--- config.mk ---
export PLATFORM = sky130hd
export DESIGN_NAME = power_sequencer
export DESIGN_NICKNAME = d
export VERILOG_FILES = /design/src/rtl/power_sequencer.v /design/src/rtl/delay_timer.v
export VERILOG_INCLUDE_DIRS = /design/src /design/src/rtl
export SDC_FILE = /design/constraint.sdc
export NUM_CORES = 1
export LEC_CHECK = 0
export ABC_AREA = 1
export BUFFER_PORTS_ARGS = -buffer_cell sky130_fd_sc_hd__clkbuf_2
export CELL_PAD_IN_SITES_DETAIL_PLACEMENT = 1
export CELL_PAD_IN_SITES_GLOBAL_PLACEMENT = 1
export CORE_ASPECT_RATIO = 0.6
export CORE_MARGIN = 2
export CORE_UTILIZATION = 44
export DETAILED_ROUTE_END_ITERATION = 7
export PLACE_DENSITY_LB_ADDON = 0.1
export SLEW_MARGIN = 25
export SYNTH_ARGS = -nofsm -noshare
export SYNTH_HDL_FRONTEND = slang
export SYNTH_SLANG_ARGS = --single-unit
--- constraint.sdc ---
create_clock -name i_sys_clk -period 5.25 [get_ports i_sys_clk]
set_input_delay 0.525 -clock i_sys_clk [delete_from_list [all_inputs] [get_ports i_sys_clk]]
set_output_delay 0.525 -clock i_sys_clk [all_outputs]
set_load 0.1 [all_outputs]
--- src/rtl/pwr_seq_defines.vh ---
`ifndef PWR_SEQ_DEFINES_VH
`define PWR_SEQ_DEFINES_VH

// ****************************************
// register byte addresses
// ****************************************
`define ADDR_POWER_CTL 8'h00
`define ADDR_PLL_CTL 8'h04
`define ADDR_STATUS 8'h08

// ****************************************
// power_ctl_reg fields
// ****************************************
`define PCTL_SLEEP_BIT 1
`define PCTL_SPI_WAKE_BIT 3
`define PCTL_EXT0_WAKE_BIT 5
`define PCTL_RESET 8'h00

// ****************************************
// pll_ctl_reg fields
// ****************************************
`define PLL_CD_LSB 0
`define PLL_CD_MSB 2
`define PLL_OSC_HALT_BIT 3
`define PLL_LOCK_BIT 6
`define PLL_CD_RESET 3'h0

// ****************************************
// status register fields
// ****************************************
`define STAT_STATE_LSB 0
`define STAT_WAKE_LSB 4
`define STAT_POR_BIT 8

// ****************************************
// axi responses
// ****************************************
`define RESP_OKAY 2'h0
`define RESP_SLVERR 2'h2

// ****************************************
// timing
// ****************************************
`define CLK_MHZ 250
`define POR_DELAY_MS 128
`define OSC_START_MS 150
`define PLL_LOCK_MS 1
`define CYCLES_PER_MS (`CLK_MHZ * 1000)
`define POR_CYCLES (`POR_DELAY_MS * `CYCLES_PER_MS)
`define OSC_START_CYCLES (`OSC_START_MS * `CYCLES_PER_MS)
`define PLL_LOCK_CYCLES (`PLL_LOCK_MS * `CYCLES_PER_MS)
`define TIMER_W 26

`endif

--- src/rtl/power_sequencer.v ---
// Behaviour
// - sleep request bit enters power-down
// - power-down stops pll and core clock
// - oscillator halts in sleep when bit set
// - only interval timer stays alive asleep; here its clock stops too when the oscillator halts
// - port pins hold levels while asleep
// - dac tri-stated, ale psen driven low
// - reset pin ends sleep, restores defaults
// - power cycle restarts after 128 ms
// - interval timer interrupt wakes, resumes after; here only when the oscillator is not halted in sleep
// - enabled spi interrupt wakes when allowed
// - enabled ext0 interrupt wakes when allowed
// - pll lock takes 1 ms after wake
// - halted crystal adds 150 ms start-up
// - pll lock status readable at bit 6
// - 3 V part: 2.63 V, then 128 ms
// - 5 V part: 4.5 V, then 128 ms
// - reset held during supply collapse
// - core clock divider lowers core rate
//
// Local design decisions: the register offsets and the AXI4-Lite slave port.
`include "pwr_seq_defines.vh"

module power_sequencer #(
   parameter VARIANT_5V = 0,
   parameter [`TIMER_W-1:0] POR_CYCLES = `POR_CYCLES,
   parameter [`TIMER_W-1:0] OSC_START_CYCLES = `OSC_START_CYCLES,
   parameter [`TIMER_W-1:0] PLL_LOCK_CYCLES = `PLL_LOCK_CYCLES
) (
   input wire i_sys_clk,
   input wire i_nrst,
   // axi4-lite slave
   input wire i_awvalid,
   output reg o_awready,
   input wire [7:0] i_awaddr,
   input wire i_wvalid,
   output reg o_wready,
   input wire [31:0] i_wdata,
   input wire [3:0] i_wstrb,
   output reg o_bvalid,
   input wire i_bready,
   output reg [1:0] o_bresp,
   input wire i_arvalid,
   output reg o_arready,
   input wire [7:0] i_araddr,
   output reg o_rvalid,
   input wire i_rready,
   output reg [31:0] o_rdata,
   output reg [1:0] o_rresp,
   // pins and comparators, asynchronous
   input wire i_reset_pin,
   input wire i_ext0_pin,
   input wire i_supply_above_263,
   input wire i_supply_above_450,
   // same-clock peripheral signals
   input wire i_tic_enabled,
   input wire i_tic_irq,
   input wire i_spi_irq,
   input wire i_spi_irq_en,
   input wire i_ext0_irq_en,
   // outputs to the chip
   output reg o_core_rst,
   output reg o_core_clk_en,
   output reg o_pll_en,
   output reg o_osc_en,
   output reg o_tic_clk_en,
   output reg o_periph_en,
   output reg o_port_hold,
   output reg o_dac_hiz,
   output reg o_ale_force_low,
   output reg o_psen_force_low,
   output reg o_pll_locked,
   output reg o_wake_irq,
   output reg [2:0] o_wake_src
);

   // ****************************************
   // states
   // ****************************************
   localparam [2:0] ST_RESET = 3'h0;
   localparam [2:0] ST_RUN = 3'h1;
   localparam [2:0] ST_SLEEP = 3'h2;
   localparam [2:0] ST_OSC_START = 3'h3;
   localparam [2:0] ST_PLL_LOCK = 3'h4;

   // ****************************************
   // input synchronisers
   // ****************************************
   localparam NSYNC = 4;
   wire [NSYNC-1:0] async_in;
   reg [NSYNC-1:0] sync1;
   reg [NSYNC-1:0] sync2;
   assign async_in = {i_supply_above_450, i_supply_above_263, i_ext0_pin, i_reset_pin};

   genvar g;
   generate
      for (g = 0; g < NSYNC; g = g + 1) begin : g_sync
         always @(posedge i_sys_clk or negedge i_nrst) begin
            if (!i_nrst) begin
               sync1[g] <= 1'b0;
               sync2[g] <= 1'b0;
            end else begin
               sync1[g] <= async_in[g];
               sync2[g] <= sync1[g];
            end
         end
      end
   endgenerate

   wire reset_pin = sync2[0];
   wire ext0_irq = sync2[1];
   wire supply_ok = (VARIANT_5V != 0) ? sync2[3] : sync2[2];

   // ****************************************
   // power-on reset
   // ****************************************
   reg por_hold;
   reg por_armed;
   wire por_done;
   wire por_start = supply_ok & ~por_armed;

   delay_timer #(.W(`TIMER_W)) u_por_timer (
      .i_sys_clk(i_sys_clk),
      .i_nrst(i_nrst),
      .i_clear(~supply_ok),
      .i_start(por_start),
      .i_count(POR_CYCLES),
      .o_busy(),
      .o_done(por_done)
   );

   always @(posedge i_sys_clk or negedge i_nrst) begin
      if (!i_nrst) begin
         por_hold <= 1'b1;
         por_armed <= 1'b0;
      end else begin
         if (!supply_ok) begin
            por_hold <= 1'b1;
            por_armed <= 1'b0;
         end else begin
            if (por_start) begin
               por_armed <= 1'b1;
            end
            if (por_done) begin
               por_hold <= 1'b0;
            end
         end
      end
   end

   wire soft_rst = por_hold | reset_pin;

   // ****************************************
   // registers and state
   // ****************************************
   reg sleep_request_bit;
   reg spi_wake_enable;
   reg ext0_wake_enable;
   reg osc_halt_in_sleep;
   reg [2:0] core_clk_divider;
   reg pll_lock;
   reg [2:0] state;
   reg [2:0] wake_src;
   reg wake_pend;
   reg pll_start;
   reg [`TIMER_W-1:0] pll_count;
   wire pll_done;

   delay_timer #(.W(`TIMER_W)) u_pll_timer (
      .i_sys_clk(i_sys_clk),
      .i_nrst(i_nrst),
      .i_clear(soft_rst),
      .i_start(pll_start),
      .i_count(pll_count),
      .o_busy(),
      .o_done(pll_done)
   );

   // timer wakes only with oscillator alive
   wire wake_tic = ~osc_halt_in_sleep & i_tic_enabled & i_tic_irq;
   wire wake_spi = spi_wake_enable & i_spi_irq_en & i_spi_irq;
   wire wake_ext0 = ext0_wake_enable & i_ext0_irq_en & ext0_irq;
   wire wake_any = wake_tic | wake_spi | wake_ext0;

   // ****************************************
   // axi4-lite write path
   // ****************************************
   reg aw_held;
   reg w_held;
   reg [7:0] aw_addr;
   reg [31:0] w_data;
   reg [3:0] w_strb;
   wire aw_take = i_awvalid & o_awready;
   wire w_take = i_wvalid & o_wready;
   wire aw_have = aw_held | aw_take;
   wire w_have = w_held | w_take;
   wire [7:0] wr_addr = aw_held ? aw_addr : i_awaddr;
   wire [31:0] wr_data = w_held ? w_data : i_wdata;
   wire [3:0] wr_strb = w_held ? w_strb : i_wstrb;
   wire wr_fire = aw_have & w_have & ~o_bvalid;
   wire wr_lane0 = wr_fire & wr_strb[0];
   wire wr_pctl = wr_lane0 & (wr_addr == `ADDR_POWER_CTL);
   wire wr_pll = wr_lane0 & (wr_addr == `ADDR_PLL_CTL);
   wire wr_known = (wr_addr == `ADDR_POWER_CTL) | (wr_addr == `ADDR_PLL_CTL) | (wr_addr == `ADDR_STATUS);

   always @(posedge i_sys_clk or negedge i_nrst) begin
      if (!i_nrst) begin
         o_awready <= 1'b0;
         o_wready <= 1'b0;
         o_bvalid <= 1'b0;
         o_bresp <= `RESP_OKAY;
         aw_held <= 1'b0;
         w_held <= 1'b0;
         aw_addr <= 8'h00;
         w_data <= 32'h00000000;
         w_strb <= 4'h0;
      end else begin
         if (wr_fire) begin
            aw_held <= 1'b0;
            w_held <= 1'b0;
            o_bvalid <= 1'b1;
            o_bresp <= wr_known ? `RESP_OKAY : `RESP_SLVERR;
         end else begin
            if (aw_take) begin
               aw_held <= 1'b1;
               aw_addr <= i_awaddr;
            end
            if (w_take) begin
               w_held <= 1'b1;
               w_data <= i_wdata;
               w_strb <= i_wstrb;
            end
            if (o_bvalid & i_bready) begin
               o_bvalid <= 1'b0;
            end
         end
         o_awready <= ~aw_have & ~o_bvalid & ~o_awready;
         o_wready <= ~w_have & ~o_bvalid & ~o_wready;
      end
   end

   // ****************************************
   // axi4-lite read path
   // ****************************************
   always @(posedge i_sys_clk or negedge i_nrst) begin
      if (!i_nrst) begin
         o_arready <= 1'b0;
         o_rvalid <= 1'b0;
         o_rdata <= 32'h00000000;
         o_rresp <= `RESP_OKAY;
      end else begin
         o_arready <= ~o_rvalid & ~o_arready & i_arvalid;
         if (i_arvalid & o_arready) begin
            o_rvalid <= 1'b1;
            o_rresp <= `RESP_OKAY;
            o_rdata <= 32'h00000000;
            case (i_araddr)
               `ADDR_POWER_CTL: begin
                  o_rdata[`PCTL_SLEEP_BIT] <= sleep_request_bit;
                  o_rdata[`PCTL_SPI_WAKE_BIT] <= spi_wake_enable;
                  o_rdata[`PCTL_EXT0_WAKE_BIT] <= ext0_wake_enable;
               end
               `ADDR_PLL_CTL: begin
                  o_rdata[`PLL_CD_MSB:`PLL_CD_LSB] <= core_clk_divider;
                  o_rdata[`PLL_OSC_HALT_BIT] <= osc_halt_in_sleep;
                  o_rdata[`PLL_LOCK_BIT] <= pll_lock;
               end
               `ADDR_STATUS: begin
                  o_rdata[`STAT_STATE_LSB+2:`STAT_STATE_LSB] <= state;
                  o_rdata[`STAT_WAKE_LSB+2:`STAT_WAKE_LSB] <= wake_src;
                  o_rdata[`STAT_POR_BIT] <= por_hold;
               end
               default: begin
                  o_rresp <= `RESP_SLVERR;
               end
            endcase
         end else if (o_rvalid & i_rready) begin
            o_rvalid <= 1'b0;
         end
      end
   end

   // ****************************************
   // sleep / wake sequencer
   // ****************************************
   always @(posedge i_sys_clk or negedge i_nrst) begin
      if (!i_nrst) begin
         sleep_request_bit <= 1'b0;
         spi_wake_enable <= 1'b0;
         ext0_wake_enable <= 1'b0;
         osc_halt_in_sleep <= 1'b0;
         core_clk_divider <= `PLL_CD_RESET;
         pll_lock <= 1'b0;
         state <= ST_RESET;
         wake_src <= 3'h0;
         wake_pend <= 1'b0;
         pll_start <= 1'b0;
         pll_count <= {`TIMER_W{1'b0}};
         o_wake_irq <= 1'b0;
         o_wake_src <= 3'h0;
      end else begin
         pll_start <= 1'b0;
         o_wake_irq <= 1'b0;
         wake_pend <= 1'b0;
         if (soft_rst) begin
            sleep_request_bit <= 1'b0;
            spi_wake_enable <= 1'b0;
            ext0_wake_enable <= 1'b0;
            osc_halt_in_sleep <= 1'b0;
            core_clk_divider <= `PLL_CD_RESET;
            pll_lock <= 1'b0;
            state <= ST_RESET;
            wake_src <= 3'h0;
            o_wake_src <= 3'h0;
         end else begin
            if (wr_pctl) begin
               sleep_request_bit <= wr_data[`PCTL_SLEEP_BIT];
               spi_wake_enable <= wr_data[`PCTL_SPI_WAKE_BIT];
               ext0_wake_enable <= wr_data[`PCTL_EXT0_WAKE_BIT];
            end
            if (wr_pll) begin
               core_clk_divider <= wr_data[`PLL_CD_MSB:`PLL_CD_LSB];
               osc_halt_in_sleep <= wr_data[`PLL_OSC_HALT_BIT];
            end
            case (state)
               ST_RESET: begin
                  pll_start <= 1'b1;
                  pll_count <= PLL_LOCK_CYCLES;
                  state <= ST_PLL_LOCK;
               end
               ST_RUN: begin
                  if (sleep_request_bit) begin
                     state <= ST_SLEEP;
                     pll_lock <= 1'b0;
                  end
               end
               ST_SLEEP: begin
                  if (wake_any) begin
                     sleep_request_bit <= 1'b0;
                     wake_src <= {wake_ext0, wake_spi, wake_tic};
                     wake_pend <= 1'b1;
                     pll_start <= 1'b1;
                     if (osc_halt_in_sleep) begin
                        pll_count <= OSC_START_CYCLES;
                        state <= ST_OSC_START;
                     end else begin
                        pll_count <= PLL_LOCK_CYCLES;
                        state <= ST_PLL_LOCK;
                     end
                  end
               end
               ST_OSC_START: begin
                  if (pll_done) begin
                     pll_start <= 1'b1;
                     pll_count <= PLL_LOCK_CYCLES;
                     state <= ST_PLL_LOCK;
                  end
               end
               ST_PLL_LOCK: begin
                  if (pll_done) begin
                     pll_lock <= 1'b1;
                     state <= ST_RUN;
                  end
               end
               default: begin
                  state <= ST_RESET;
               end
            endcase
            // interrupt one cycle later, core clock already back (pll still off while the oscillator starts)
            o_wake_irq <= wake_pend;
            if (wake_pend) begin
               o_wake_src <= wake_src;
            end
         end
      end
   end

   // ****************************************
   // core clock enable divider
   // ****************************************
   // core runs unlocked during osc start and lock, as the part does
   reg [6:0] div_cnt;
   wire asleep = (state == ST_SLEEP);
   wire core_run = ~soft_rst & (state != ST_RESET) & ~asleep;
   wire [6:0] div_mask = (7'h7F >> (3'h7 - core_clk_divider));

   always @(posedge i_sys_clk or negedge i_nrst) begin
      if (!i_nrst) begin
         div_cnt <= 7'h00;
         o_core_clk_en <= 1'b0;
      end else begin
         div_cnt <= div_cnt + 7'h01;
         o_core_clk_en <= core_run & ((div_cnt & div_mask) == 7'h00);
      end
   end

   // ****************************************
   // power-down controls
   // ****************************************
   always @(posedge i_sys_clk or negedge i_nrst) begin
      if (!i_nrst) begin
         o_core_rst <= 1'b1;
         o_pll_en <= 1'b0;
         o_osc_en <= 1'b1;
         o_tic_clk_en <= 1'b1;
         o_periph_en <= 1'b0;
         o_port_hold <= 1'b0;
         o_dac_hiz <= 1'b0;
         o_ale_force_low <= 1'b0;
         o_psen_force_low <= 1'b0;
         o_pll_locked <= 1'b0;
      end else begin
         o_core_rst <= soft_rst;
         o_pll_en <= ~asleep & ~(state == ST_OSC_START);
         // halted asleep, restarts at wake so start-up can count
         o_osc_en <= ~(asleep & osc_halt_in_sleep) | soft_rst;
         o_tic_clk_en <= ~(asleep & osc_halt_in_sleep) | soft_rst;
         o_periph_en <= ~asleep & ~soft_rst;
         o_port_hold <= asleep;
         // dac off, ale and psen low
         o_dac_hiz <= asleep;
         o_ale_force_low <= asleep;
         o_psen_force_low <= asleep;
         o_pll_locked <= pll_lock;
      end
   end

endmodule

--- src/rtl/delay_timer.v ---
module delay_timer #(
   parameter W = 26
) (
   input wire i_sys_clk,
   input wire i_nrst,
   input wire i_clear,
   input wire i_start,
   input wire [W-1:0] i_count,
   output reg o_busy,
   output reg o_done
);

   reg [W-1:0] cnt;

   always @(posedge i_sys_clk or negedge i_nrst) begin
      if (!i_nrst) begin
         cnt <= {W{1'b0}};
         o_busy <= 1'b0;
         o_done <= 1'b0;
      end else begin
         o_done <= 1'b0;
         if (i_clear) begin
            cnt <= {W{1'b0}};
            o_busy <= 1'b0;
         end else if (i_start) begin
            cnt <= i_count;
            o_busy <= 1'b1;
         end else if (o_busy) begin
            if (cnt <= {{(W-1){1'b0}}, 1'b1}) begin
               o_busy <= 1'b0;
               o_done <= 1'b1;
            end else begin
               cnt <= cnt - {{(W-1){1'b0}}, 1'b1};
            end
         end
      end
   end

endmodule

==> metrics.md <==
| Metric | Value |
|---|---|
| Status | finished clean |
| Final worst setup slack | 2330 ps |
| R2r endpoint | u_por_timer.cnt[9] |
| Vias in the first global route | 6,582 |
| Post-synth top area share | 0.440 |
| Max frequency | 342 MHz |
| P&R area growth vs syn | 13.4% |
| Initial core utilization | 0.451 |
| Post-Route WL | 23,200 um |
| CTS Sinks | 132 |
| Post-DRT Antenna Nets | 0 |
| Post-Syn Area per Cell | 7.34 um2 |
| Worst EP required | 5550 ps |
| Leak Pwr | 0.00442 uW |
| GR Util All Layers | 0.274 |
| Diodes inserted | 0 |
| Final instance area | 8330 um2 |
| Design Power | 3700 uW |
| Unique masters post-synth | 43 |
| Pins Over Slew Limit | 0 |
| Fraction of layout cells with a size suffix above 1 | 0.120 |
| Final setup violation count | 0 |
| Grt total ovfl | 0 |
| Worst vdd ir | 0.184 mV |
| Nets@finish | 1,131 |
| Max cap viols | 0 |
| Register area share after synthesis | 0.450 |
| WL per Instance | 17.9 um |
| Mapped Cells | 1,000 |
| Pre-CTS setup slack | 2400 ps |
| RD Place Congestion | 0.913 |
| EDFF count, synth | 0 |
| Global-route wire length before repair | 36,900 um |
| CP Max Fanout | 21 |
| Tcrit/Tclk final | 0.557 |
| Synth Flop Type | dfrtp_1 |
| Worst skew pair latency | 430 ps |
| Top Ports | 124 |
| CP endpoint kind | flip-flop |
| TritonCTS clock tree | yes |
| Dpl hpwl | 16,800 um |
| DRC viols | 0 |
| Startpoint types | flip-flop |
| Cell area after placement | 7720 um2 |
| Resized Gates After CTS | 0 |
| Flop and latch count out of synthesis | 132 |
| Worst R2R Setup Slack | 2330 ps |
| # placed instances | 1,267 |
| FFs w/ async S/R, synth | 1.00 |
| Slew Limit Headroom | 0.382 |
| Critical path arrival | 3220 ps |
| Clock buffer depth | 2 |
| RSZ-0062 raised after global routing | false |
| Cell row count | 36 |
| Postcts setup bufs | 0 |
| Die area | 17,800 um2 |
| Die height | 104 um |
| Worst Clk Skew | 9.07 ps |
| Top cell type by total area after synthesis | dfrtp_1 |
| Top-count cell post-synth | nand2_1 |
| Initial antenna violation count | 0 |
| TritonCTS Buffers | 17 |
| Synth top area cells | dfrtp_1 44%, nand2_1 14%, nor2_1 7.4% |
| Largest net degree at the start of global routing | 95 |
| Vias per inst | 5.27 |
| Top cells by count, synth | 276 x nand2_1, 144 x nor2_1, 129 x dfrtp_1 |
| Drt pass-1 iters | 6 |
| CTS Root Cell | clkbuf_16 |
| FF-to-FF path depth | 7 |
| Setup CP Type | flip-flop to flip-flop |
| PortBufs | 66 |
| P per Cell Area | 444 nW/um2 |
| Yosys Warn Count | 0 |
| Post-Route Setup TNS | 0 ps |
| Reg2reg start | supply_ok |
| H-tree lvl count | 4 |
| Die X | 171 um |
| Via count | 6,846 |
| Final hold vios | 0 |
| Initial DRC Count | 676 |
| Worst Tran Pin Value | 918 ps |
| Non-filler cells, final | 1,298 |
| Cts hold-fix bufs | 0 |
| Hold crit path type | input port to asynchronous set/reset pin |
| Clk slew on worst S/H paths | 60 ps |
| Post-synthesis cell area | 7340 um2 |
| Crit path time final | 2920 ps |
| Placeable Area | 16,300 um2 |
logic make-up after synthesis:
kind of cell / count (synthesis) / share of synthesized area
other: 1 / 0.000511
xor gates and xnor gates: 20 / 0.0239
AOI/OAI and AO/OA: 96 / 0.0718
DFF: 132 / 0.450
muxes: 3 / 0.00460
and+or+nand+nor: 580 / 0.336
buffers and inverters: 163 / 0.104
adders and majority gates: 5 / 0.00852
area by class of cell:
class,count,area [um2]
clock inverters,11,159
flip-flops and latches,132,3310
clock buffers,20,447
fillers,2096,7930
well taps,228,285
multi-input cells,730,3370
repair buffers,68,352
inverters,109,412
power by group:
part | internal (uW) | switching, uW | total, uW | leakage (uW)
sequential | 1160 | 139 | 1290 | 0.00172
combinational | 287 | 853 | 1140 | 0.00239
clock | 800 | 464 | 1260 | 0.000303
total | 2240 | 1460 | 3700 | 0.00442
layout by cell type (no fill, tap or decap), types with 2 or more instances in the layout:
cell type  instances
nand2_1          276
nor2_1           143
dfrtp_1          129
inv_1            103
nand3_1           98
clkbuf_2          65
o21ai_0           55
nand4_1           27
conb_1            26
xor2_1            19
a21oi_1           18
clkbuf_16         17
nor3_1            12
or2_2              7
nor2_2             6
clkinv_2           6
o22ai_1            5
ha_1               5
nand2_2            4
a31oi_1            4
bufinv_16          4
clkinv_1           3
mux2_2             3
o31ai_1            3
dfstp_2            3
inv_2              2
nor4_1             2
o21ai_1            2
o211ai_1           2
o21bai_1           2
clkbuf_1           2
buf_4              2
metrics by stage:
stage	utilization	hold WS, ps
4_1_cts	0.512	180
3_3_place_gp	0.475	332
3_5_place_dp	0.475	336
6_report	0.512	174
5_1_grt	0.512	187
2_1_floorplan	-	229
routing by layer:
metal,part of all wire,up-vias,global-route usage
li1,-,3258,-
met1,0.53,3298,0.453
met2,0.36,270,0.332
met3,0.098,20,0.0875
met4,0.0088,0,0.0623
met5,0,-,0
registers in the layout, summed over array words and instances, names as in the netlist, 3 cells and up:
name,count
pll_count,3
u_pll_timer.cnt,26
aw_addr,8
o_wake_src,3
u_por_timer.cnt,26
o_rdata,8
state,3
wake_src,3
sync1,3
core_clk_divider,3
div_cnt,7
w_data,5
worst max path at each step:
stage                          from             endpoint  slack, ps  depth (start not counted)
after floorplan            o_wready  core_clk_divider[2]       3200                         10
after global placement    supply_ok   u_por_timer.cnt[9]       2460                          7
after detailed placement  supply_ok   u_por_timer.cnt[9]       2400                          7
after CTS                 supply_ok   u_por_timer.cnt[9]       2400                          7
after global routing      supply_ok   u_por_timer.cnt[9]       2130                          7
final                     supply_ok   u_por_timer.cnt[9]       2330                          7
worst max-delay path, cell delays in order (launching register included):
cell,delay [ps]
dfrtp_1,880
clkinv_1,570
nor2_2,540
inv_1,400
nand3_1,190
nor2_1,50
nand2_1,70
o21ai_0,80
Power figures use the tool's default switching activity.
